`config.mk`:
```
export PLATFORM = sky130hd
export DESIGN_NAME = mqrc_top
export DESIGN_NICKNAME = d
export VERILOG_FILES = /design/src/design/mqrc_pkg.sv /design/src/design/mqrc_top.sv
export SDC_FILE = /design/constraint.sdc
export NUM_CORES = 1
export LEC_CHECK = 0
export ABC_AREA = 1
export BUFFER_PORTS_ARGS = -buffer_cell sky130_fd_sc_hd__buf_2
export CORE_ASPECT_RATIO = 1.1
export CORE_MARGIN = 8
export CORE_UTILIZATION = 45
export CTS_CLUSTER_DIAMETER = 120
export CTS_CLUSTER_SIZE = 12
export DETAILED_ROUTE_END_ITERATION = 12
export PLACE_DENSITY = 0.67
export SLEW_MARGIN = 20
export SYNTH_ARGS = -nofsm -noshare
export SYNTH_HDL_FRONTEND = slang
export SYNTH_SLANG_ARGS = --single-unit
```
`constraint.sdc`:
```
create_clock -name clk -period 2.3 [get_ports clk]
set_clock_uncertainty 0.15 [all_clocks]
set_input_delay 0.345 -clock clk [delete_from_list [all_inputs] [get_ports clk]]
set_output_delay 0.345 -clock clk [all_outputs]
set_load 0.005 [all_outputs]
```
`src/design/mqrc_pkg.sv`:
```
// Package: constants and types for the multi-queue reset control block
package mqrc_pkg;
  // ----------------------------------------
  // Sizes
  // ----------------------------------------
  localparam int MQRC_QUEUES = 4;
  localparam int MQRC_QW = 2;
  localparam int MQRC_PW = 16;
  localparam int MQRC_OFSW = 16;
  // ----------------------------------------
  // Default offsets and reset values
  // ----------------------------------------
  localparam logic [15:0] MQRC_OFS_LOW = 16'h0008;
  localparam logic [15:0] MQRC_OFS_HIGH = 16'h0080;
  localparam logic [15:0] MQRC_OFS_RESET = 16'h0000;
  localparam logic [15:0] MQRC_PTR_RESET = 16'h0000;
  localparam logic [1:0] MQRC_QSEL_RESET = 2'h0;
  // ----------------------------------------
  // Cycle counts
  // ----------------------------------------
  localparam int MQRC_SEL_HOLD_CYC = 2;
  localparam int MQRC_LOAD_CYC = 8;
  // ----------------------------------------
  // States
  // ----------------------------------------
  typedef enum logic [1:0] {MQRC_RESET, MQRC_LOADING, MQRC_WAIT_SERIAL, MQRC_READY} mqrc_state_t;
endpackage

```
`src/design/mqrc_top.sv`:
```
// Top module: full reset, strap capture, setup state and per-queue pointer reset
// Notes on behaviour
// - A low pulse on the full reset input is a full reset.
// - Full reset returns every setup and control register to unprogrammed state.
// - Straps are held during full reset and latched to fix functionality.
// - Programming source strap sampled at full reset: serial load or defaults.
// - Threshold strap sampled at full reset chooses almost-empty/full offsets.
// - No read or write operation before programming has finished.
// - Pointer reset clears read and write pointers of one queue only.
// - Pointer reset leaves all setup contents unchanged.
// - Source low needs serial load; high configures defaults, refuses serial.
// - Defaults: threshold low gives offsets 8, high gives 128.
// - Serial enable output goes low when programming completes and serial enable in is low.
`timescale 1ns/1ps
module mqrc_top
  import mqrc_pkg::*;
#(
  parameter int QUEUES = MQRC_QUEUES,
  parameter int LOAD_CYC = MQRC_LOAD_CYC
) (
  // Clock and reset
  input wire logic clk,
  input wire logic rst_b,
  // Reset pins
  input wire logic full_reset_in,
  input wire logic queue_pointer_reset_in,
  // Straps
  input wire logic flag_bus_style_select,
  input wire logic input_width_select,
  input wire logic output_width_select,
  input wire logic primary_chip_select,
  input wire logic [2:0] chip_identity_bits,
  input wire logic program_source_select,
  input wire logic threshold_default_select,
  // Serial programming handshake
  input wire logic serial_enable_in,
  input wire logic serial_load_done,
  input wire logic [MQRC_OFSW-1:0] serial_offset,
  // Queue access
  input wire logic wr_sel_en,
  input wire logic [MQRC_QW-1:0] wr_sel_q,
  input wire logic rd_sel_en,
  input wire logic [MQRC_QW-1:0] rd_sel_q,
  input wire logic wr_en,
  input wire logic rd_en,
  // Configuration and status
  output logic cfg_flag_bus_style,
  output logic cfg_input_width,
  output logic cfg_output_width,
  output logic cfg_primary_chip,
  output logic [2:0] cfg_chip_identity,
  output logic cfg_default_mode,
  output logic [MQRC_OFSW-1:0] cfg_offset,
  output logic serial_enable_out,
  output logic access_allowed,
  output logic wr_accept,
  output logic rd_accept,
  output logic [MQRC_QW-1:0] wr_q,
  output logic [MQRC_QW-1:0] rd_q,
  output logic [QUEUES*MQRC_PW-1:0] wr_ptr_flat,
  output logic [QUEUES*MQRC_PW-1:0] rd_ptr_flat
);
  // ----------------------------------------
  // Pin synchronisers (three stages)
  // ----------------------------------------
  logic [2:0] fr_sync, pr_sync;
  logic fr_low, pr_low, pr_low_d;
  always_ff @(posedge clk) begin
    if (!rst_b) begin
      fr_sync <= 3'h7;
      pr_sync <= 3'h7;
      fr_low <= 1'b0;
      pr_low <= 1'b0;
      pr_low_d <= 1'b0;
    end else begin
      fr_sync <= {fr_sync[1:0], full_reset_in};
      pr_sync <= {pr_sync[1:0], queue_pointer_reset_in};
      if (fr_sync[2] == fr_sync[1]) begin
        fr_low <= ~fr_sync[2];
      end
      if (pr_sync[2] == pr_sync[1]) begin
        pr_low <= ~pr_sync[2];
      end
      pr_low_d <= pr_low;
    end
  end
  wire fr_active = fr_low;
  wire pr_start = pr_low & ~pr_low_d;
  // ----------------------------------------
  // Setup state
  // ----------------------------------------
  mqrc_state_t state, next_state;
  logic [7:0] load_cnt, next_load_cnt;
  logic next_fbs, next_iw, next_ow, next_pri, next_dm;
  logic [2:0] next_id;
  logic [MQRC_OFSW-1:0] next_ofs;
  logic thr_strap, next_thr_strap;
  always_comb begin
    next_state = state;
    next_load_cnt = load_cnt;
    next_fbs = cfg_flag_bus_style;
    next_iw = cfg_input_width;
    next_ow = cfg_output_width;
    next_pri = cfg_primary_chip;
    next_id = cfg_chip_identity;
    next_dm = cfg_default_mode;
    next_ofs = cfg_offset;
    next_thr_strap = thr_strap;
    if (fr_active) begin
      next_state = MQRC_RESET;
      next_load_cnt = 8'h00;
      next_ofs = MQRC_OFS_RESET;
      next_fbs = flag_bus_style_select;
      next_iw = input_width_select;
      next_ow = output_width_select;
      next_pri = primary_chip_select;
      next_id = chip_identity_bits;
      next_dm = program_source_select;
      next_thr_strap = threshold_default_select;
    end else begin
      case (state)
        MQRC_RESET: begin
          next_state = cfg_default_mode ? MQRC_LOADING : MQRC_WAIT_SERIAL;
        end
        MQRC_LOADING: begin
          // Default load spends write clocks, as the device would
          if (load_cnt == 8'(LOAD_CYC - 1)) begin
            next_ofs = thr_strap ? MQRC_OFS_HIGH : MQRC_OFS_LOW;
            next_state = MQRC_READY;
          end else begin
            next_load_cnt = load_cnt + 8'h01;
          end
        end
        MQRC_WAIT_SERIAL: begin
          // Serial load is only accepted in serial mode
          if (serial_load_done) begin
            next_ofs = serial_offset;
            next_state = MQRC_READY;
          end
        end
        default: begin
          next_state = MQRC_READY;
        end
      endcase
    end
  end
  always_ff @(posedge clk) begin
    if (!rst_b) begin
      state <= MQRC_RESET;
      load_cnt <= 8'h00;
      cfg_flag_bus_style <= 1'b0;
      cfg_input_width <= 1'b0;
      cfg_output_width <= 1'b0;
      cfg_primary_chip <= 1'b0;
      cfg_chip_identity <= 3'h0;
      cfg_default_mode <= 1'b0;
      cfg_offset <= MQRC_OFS_RESET;
      thr_strap <= 1'b0;
    end else begin
      state <= next_state;
      load_cnt <= next_load_cnt;
      cfg_flag_bus_style <= next_fbs;
      cfg_input_width <= next_iw;
      cfg_output_width <= next_ow;
      cfg_primary_chip <= next_pri;
      cfg_chip_identity <= next_id;
      cfg_default_mode <= next_dm;
      cfg_offset <= next_ofs;
      thr_strap <= next_thr_strap;
    end
  end
  wire ready = (state == MQRC_READY);
  // Follows serial enable in once programmed, as a chain needs
  assign serial_enable_out = ~(ready & ~serial_enable_in);
  assign access_allowed = ready & ~fr_active;
  assign wr_accept = access_allowed & wr_en & ~pr_low;
  assign rd_accept = access_allowed & rd_en & ~pr_low;
  // ----------------------------------------
  // Queue selection and pointers
  // ----------------------------------------
  logic [MQRC_QW-1:0] next_wr_q, next_rd_q;
  logic [MQRC_PW-1:0] wp [QUEUES];
  logic [MQRC_PW-1:0] rp [QUEUES];
  logic [MQRC_PW-1:0] next_wp [QUEUES];
  logic [MQRC_PW-1:0] next_rp [QUEUES];
  always_comb begin
    next_wr_q = wr_q;
    next_rd_q = rd_q;
    for (int i = 0; i < QUEUES; i++) begin
      next_wp[i] = wp[i];
      next_rp[i] = rp[i];
    end
    if (fr_active) begin
      next_wr_q = MQRC_QSEL_RESET;
      next_rd_q = MQRC_QSEL_RESET;
      for (int i = 0; i < QUEUES; i++) begin
        next_wp[i] = MQRC_PTR_RESET;
        next_rp[i] = MQRC_PTR_RESET;
      end
    end else if (access_allowed) begin
      if (wr_sel_en) begin
        next_wr_q = wr_sel_q;
      end
      if (rd_sel_en) begin
        next_rd_q = rd_sel_q;
      end
      // Host has held the selection on both ports beforehand
      if (pr_start) begin
        next_wp[wr_q] = MQRC_PTR_RESET;
        next_rp[wr_q] = MQRC_PTR_RESET;
      end else begin
        if (wr_accept) begin
          next_wp[wr_q] = wp[wr_q] + 16'h0001;
        end
        if (rd_accept) begin
          next_rp[rd_q] = rp[rd_q] + 16'h0001;
        end
      end
    end
  end
  always_ff @(posedge clk) begin
    if (!rst_b) begin
      wr_q <= MQRC_QSEL_RESET;
      rd_q <= MQRC_QSEL_RESET;
      for (int i = 0; i < QUEUES; i++) begin
        wp[i] <= MQRC_PTR_RESET;
        rp[i] <= MQRC_PTR_RESET;
      end
    end else begin
      wr_q <= next_wr_q;
      rd_q <= next_rd_q;
      for (int i = 0; i < QUEUES; i++) begin
        wp[i] <= next_wp[i];
        rp[i] <= next_rp[i];
      end
    end
  end
  genvar g;
  generate
    for (g = 0; g < QUEUES; g++) begin : g_flat
      assign wr_ptr_flat[g*MQRC_PW +: MQRC_PW] = wp[g];
      assign rd_ptr_flat[g*MQRC_PW +: MQRC_PW] = rp[g];
    end
  endgenerate
  // ----------------------------------------
  // Assertions
  // ----------------------------------------
  full_reset_clr_a: assert property (@(posedge clk) disable iff (!rst_b)
    fr_active |=> (cfg_offset == MQRC_OFS_RESET) && !ready) else $error("setup not cleared");
  strap_latch_a: assert property (@(posedge clk) disable iff (!rst_b)
    fr_active |=> cfg_chip_identity == $past(chip_identity_bits)) else $error("strap not latched");
  mode_latch_a: assert property (@(posedge clk) disable iff (!rst_b)
    fr_active |=> cfg_default_mode == $past(program_source_select)) else $error("mode not latched");
  default_ofs_a: assert property (@(posedge clk) disable iff (!rst_b)
    $rose(ready) && cfg_default_mode |-> cfg_offset == (thr_strap ? MQRC_OFS_HIGH : MQRC_OFS_LOW))
    else $error("wrong default offset");
  no_early_access_a: assert property (@(posedge clk) disable iff (!rst_b)
    (wr_accept || rd_accept) |-> ready && !fr_active) else $error("access before programming");
  serial_refused_a: assert property (@(posedge clk) disable iff (!rst_b)
    cfg_default_mode && ready && serial_load_done && !fr_active |=> $stable(cfg_offset))
    else $error("serial load taken in default mode");
  ptr_clear_a: assert property (@(posedge clk) disable iff (!rst_b)
    pr_start && access_allowed |=> wp[$past(wr_q)] == 16'h0000 && rp[$past(wr_q)] == 16'h0000)
    else $error("pointers not cleared");
  ptr_keep_cfg_a: assert property (@(posedge clk) disable iff (!rst_b)
    pr_start && !fr_active && ready |=> $stable(cfg_offset) && $stable(cfg_default_mode))
    else $error("setup changed by pointer reset");
  serial_enable_out_done_a: assert property (@(posedge clk) disable iff (!rst_b)
    ready && !serial_enable_in |-> !serial_enable_out) else $error("serial enable out not low");
  // Load count plus the reset state and one cycle of slack
  localparam int SERIAL_ENABLE_OUT_MAX = LOAD_CYC + 2;
  default_done_a: assert property (@(posedge clk) disable iff (!rst_b)
    $fell(fr_active) && cfg_default_mode && !serial_enable_in |-> ##[1:SERIAL_ENABLE_OUT_MAX] !serial_enable_out)
    else $error("default load not signalled");
endmodule

```
# Word level (Yosys, flattened, before mapping)
# Memory sizes are Yosys's and may differ from the RTL's. A register that Yosys moved wholly into a read port is not among the register bits.
# Cells that the tools add are included.
# totals
ff_bits	48
ramBits	128
inputBits	39
output_inout_bits	160
word_cells	109
n_memories	2
# classes
add_sub_neg	3
magnitude_cmp	4
n_eq_ne	8
n_mux	36
bitwise_logic	29
reduce_logical	10
# mem_list
name	depth	width	read_ports	rd_ports_with_merged_regs	write_ports	line_no	source
rp	4	16	5	1	4	mqrc_top.sv:183	logic [MQRC_PW-1:0] rp [QUEUES];
wp	4	16	5	1	4	mqrc_top.sv:182	logic [MQRC_PW-1:0] wp [QUEUES];
# ops
op	n
2-to-1 mux 64 bit	8
2-to-1 mux 16 bit	12
AND 64 bit	2
bitwise mux 64 bit	2
demux 16 bit (select 2 bit)	2
NOT 64 bit	1
adder 16 x 1 -> 16 bit (second input constant)	2
case mux 16 bit (2 select lines)	1
2-to-1 mux 2 bit	7
NOT 1 bit	9
adder 8 x 1 -> 8 bit (second input constant)	1
== test 8 x 3 -> 1 bit (second input constant)	1
2-to-1 mux 8 bit	1
OR 1 bit	8
AND reduction 2 bit	4
AND 1 bit	7
greater-or-equal comparator 3 bit (second input constant)	2
< comparator 3 x 1 -> 1 bit (second input constant)	2
NOT 2 -> 3 bit	2
case mux 2 bit (3 select lines)	1
== test 2 bit (second input constant)	2
inequality test 2 bit (second input constant)	2
AND reduction 3 bit	1
== test 1 bit	2
6 further kinds	8

# Logic depth before layout (Yosys ltp)
# logic_depth
word_depth	11
ltp_mapped	16
depth_no_buf	15

# Worst setup path after synthesis
# Ideal clock, no wire load.
# synth_path
path_kind	reg2reg
start	reg (tool-made name)
end	mem wp[0][12]
t_arrival_ps	1838
required_ps	2018
slack_ps	180
stages_incl_launch_ff	16
path_buffers	2
cell_sequence	dfxtp_1 > buf_2 > inv_2 > buf_4 > o211ai_1 > nand2_1 > ha_1 > inv_1 > nor2_2 > nand2_1 > nor2_2 > nand2_1 > nand2_1 > nand2_1 > nand3_1 > a21oi_1
# synth_lines
item	line_no
to (decl)	mqrc_top.sv:182

==> metrics.yaml <==
die_w_um: 147
fin_crit_ps: 2200
clk_latency_ps: 430
reg2reg_to: "rp[1][0]$_SDFFE_PP0P_"
vias: 9110
clkPwrFrac_pct: 44.1
max_cap_violations: 0
p_sw_share_pct: 25.3
post-route-period-util_pct: 95.5
cp-end-kind: "register"
slew-limit-headroom_pct: 70.3
htree_levels: 4
r2r_setup_slack_ps: 100
combPwrFrac_pct: 8.3
rsz0062_at_grt: "yes"
grt_usage_pct: 23.0
synth-seq-cells: 180
wl_um: 28600
drive_gt1_share_pct: 23.0
critPathLaunch: "pr_low$_SDFFE_PN0N_"
diodes: 0
syn_avg_cell_area_um2: 6.82
worst_hold_path_type: "primary input to register"
synth_top_area_share_pct: 42.6
syn_inst: 1240
design_area_um2: 10700
drcViolationCount: 0
cp.required_ps: 2470
status: "completed"
final_core_util_pct: 58.2
dp_hpwl_um: 20600
gr-max-usage-layer: "met2"
wl_per_cell_um: 16.6
cp_max_fo: 15
ys_types: 44
irDropWorstVdd_uv: 529
p_per_area_nw_per_um2: 626
path_class: "register to register"
power.net_switching_mw: 1.70
overflow: 0
cts_max_path_buffers: 2
cts_buffers: 17
cts_sinks: 180
firstDrtPassIters: 5
final_antenna_net_count: 0
ys_warn_count: 0
nets: 1507
finalSetupViolCount: 0
cp_cell_sequence: "inv_2 > nor2_8 > inv_4 > nor2_4 > nor2_1 > a21oi_1 > nand2_1 > nand2_1 > clkinvlp_4 > buf_12 > a22oi_1 > nor2_1"
synth-main-ff-cell: "dfxtp_1"
synth_area_um2: 8460
worst-path-stages: 12
synth.largest_area_cell: "dfxtp_1"
area_growth_pct: 26.8
endpoint: "rp[1][0]$_SDFFE_PP0P_"
core-area_um2: 18400
post_dp_cell_area_um2: 9880
grt_use_met3_pct: 4.66
worst_setup_path_start_kind: "register"
fillers: 1771
start_util_pct: 45.9
grt_pass1_vias: 8392
hold_viol: 0
slew_viol_final: 0
seq_power_share_pct: 47.6
via_per_inst: 5.30
grt_pass1_wl_um: 44100
ys_seq_area_share_pct: 42.6
leakage_nw: 4.72
dieArea_um2: 23400
rows: 52
synth_edf_count: 0
async_reset_ff_share_pct: 0
first_iter_violations: 696
syn-num-nets: 1282
critPathArrivalTime_ps: 2370
cts.clk_slew.worst_paths_ps: 70
path_buf_inv: 4
synthTopCellsByArea: "dfxtp_1 43%, nand2_1 19%, a21oi_1 9.8%"
reg2reg_depth: 12
slowest_delay_ps: 460
pin_count: 199
met2_usage_pct: 41.6
cp_top_family: "simple AND/OR/NAND/NOR gates"
die_h_um: 160
slowest_stage: "dfxtp_1"
root_buffer: "clkbuf_16"
gp_congestion: 0.914
timing.rr.start: "pr_low$_SDFFE_PN0N_"
antenna_found_initial: 0
io_buffers: 198
max_freq_ghz: 0.455
grt_max_degree: 44
worst_pin_slew_ps: 446
grt_use_met1_pct: 26.3
cts_tree: "built"
intPower_mw: 5.01
-- power groups by stage --
stage | Sequential [mW] | Clock, mW | Combinational (mW)
after floorplan | 3.26 | 0 | 0.317
after global placement | 3.27 | 0 | 0.515
after detailed placement | 3.27 | 0 | 0.519
after CTS | 3.19 | 3.01 | 0.541
after global routing | 3.20 | 3.15 | 0.610
final | 3.20 | 2.96 | 0.555
-- cell usage after synthesis (all sizes together), types with 3 or more instances --
| cell type | number |
|---|---|
| o211ai | 3 |
| ha | 3 |
| nand3b | 3 |
| a21oi | 167 |
| nor3 | 6 |
| buf | 29 |
| inv | 82 |
| nand2 | 426 |
| dfxtp | 180 |
| nand4 | 32 |
| xor2 | 4 |
| o21ai | 45 |
| nor2 | 84 |
| or2 | 6 |
| nand3 | 125 |
| clkbuf | 28 |
-- logic make-up after synthesis --
kind of cell             count (synthesis)  synth area share [%]
AO/OA/AOI/OAI                          226                  14.1
buffers and inverters                  141                  7.04
AND/OR/NAND/NOR                        684                  35.1
XOR/XNOR                                 5                 0.607
adder cells (fa/ha/maj)                  4                 0.562
flip-flops                             180                  42.6
-- state kept, by name (all words and copies together) (netlist names), 2 cells and up, named ones only --
name	count
wp	64
rp	64
pr_sync	3
cfg_chip_identity	3
cfg_offset	16
state	2
fr_sync	3
rd_q	2
wr_q	2
load_cnt	8
-- worst reg2reg max path, delay by kind of cell (launching register included) --
family / cells / cell delay (ps)
buffers and inverters: 4 / 470
DFF: 1 / 460
AOI/OAI and AO/OA: 2 / 410
and+or+nand+nor: 6 / 610
-- repair_timing --
item                                    CTS  global route
hold endpoints to repair                 14             0
resized for setup                         0            20
buffers inserted                          0             5
hold buffers                             14             0
endpoints found under the setup margin    0            84
-- worst min path at each step --
stage	startpoint	endpoint	slack [ps]	cells past startpoint
CTS	serial_offset[8]	cfg_offset[8]$_SDFFE_PP0P_	0.2	3
finish	serial_offset[11]	cfg_offset[11]$_SDFFE_PP0P_	10	3
floorplan	fr_sync[0]$_SDFF_PN1_	fr_sync[1]$_SDFF_PN1_	240	1
detailed placement	pr_sync[0]$_SDFF_PN1_	pr_sync[1]$_SDFF_PN1_	250	1
global route	serial_offset[0]	cfg_offset[0]$_SDFFE_PP0P_	2	3
global placement	pr_sync[0]$_SDFF_PN1_	pr_sync[1]$_SDFF_PN1_	240	1
-- per-stage QoR --
step                      TNS (ps)  setup slack [ps]  hold WS (ps)  instances  power (mW)
final                            0               102          13.1       1720        6.71
after global routing         -1010              -110          2.44       1720        6.96
after CTS                        0              20.8         0.234       1715        6.74
after detailed placement         0              8.72           248       1670        3.79
after global placement           0               100           244       1670        3.78
after floorplan                  0               180           243       1240        3.58
-- layer usage --
metal	share of wire, %	vias up	wire length (um)
li1	-	4520	-
met1	39	4164	11200
met2	51	371	14700
met3	6.9	55	1990
met4	2.3	0	659
met5	0	-	0
-- layout by cell type, fill, tap and decap left out, types with 8 or more instances in the layout --
master           n
nand2_2          8
dlygate4sd3_1   14
nor2_4           8
dfxtp_1        179
nor2_1          67
nand3_1        122
nand2_1        414
o21ai_0         36
a21oi_1        165
clkbuf_16       17
nand4_1         32
buf_4           44
inv_2            8
buf_2          198
inv_1           71
nor2_2           8
-- cell type report --
type	instances	area, um^2	share of cell area [%]
inverters	84	327	3.05
clock inverters	12	146	1.37
repair buffers	263	1580	14.8
flip-flops and latches	180	3600	33.6
clock buffers	19	443	4.13
well taps	243	304	2.84
multi-input cells	919	4320	40.2
Note: power is estimated with default switching activity, not from simulation.
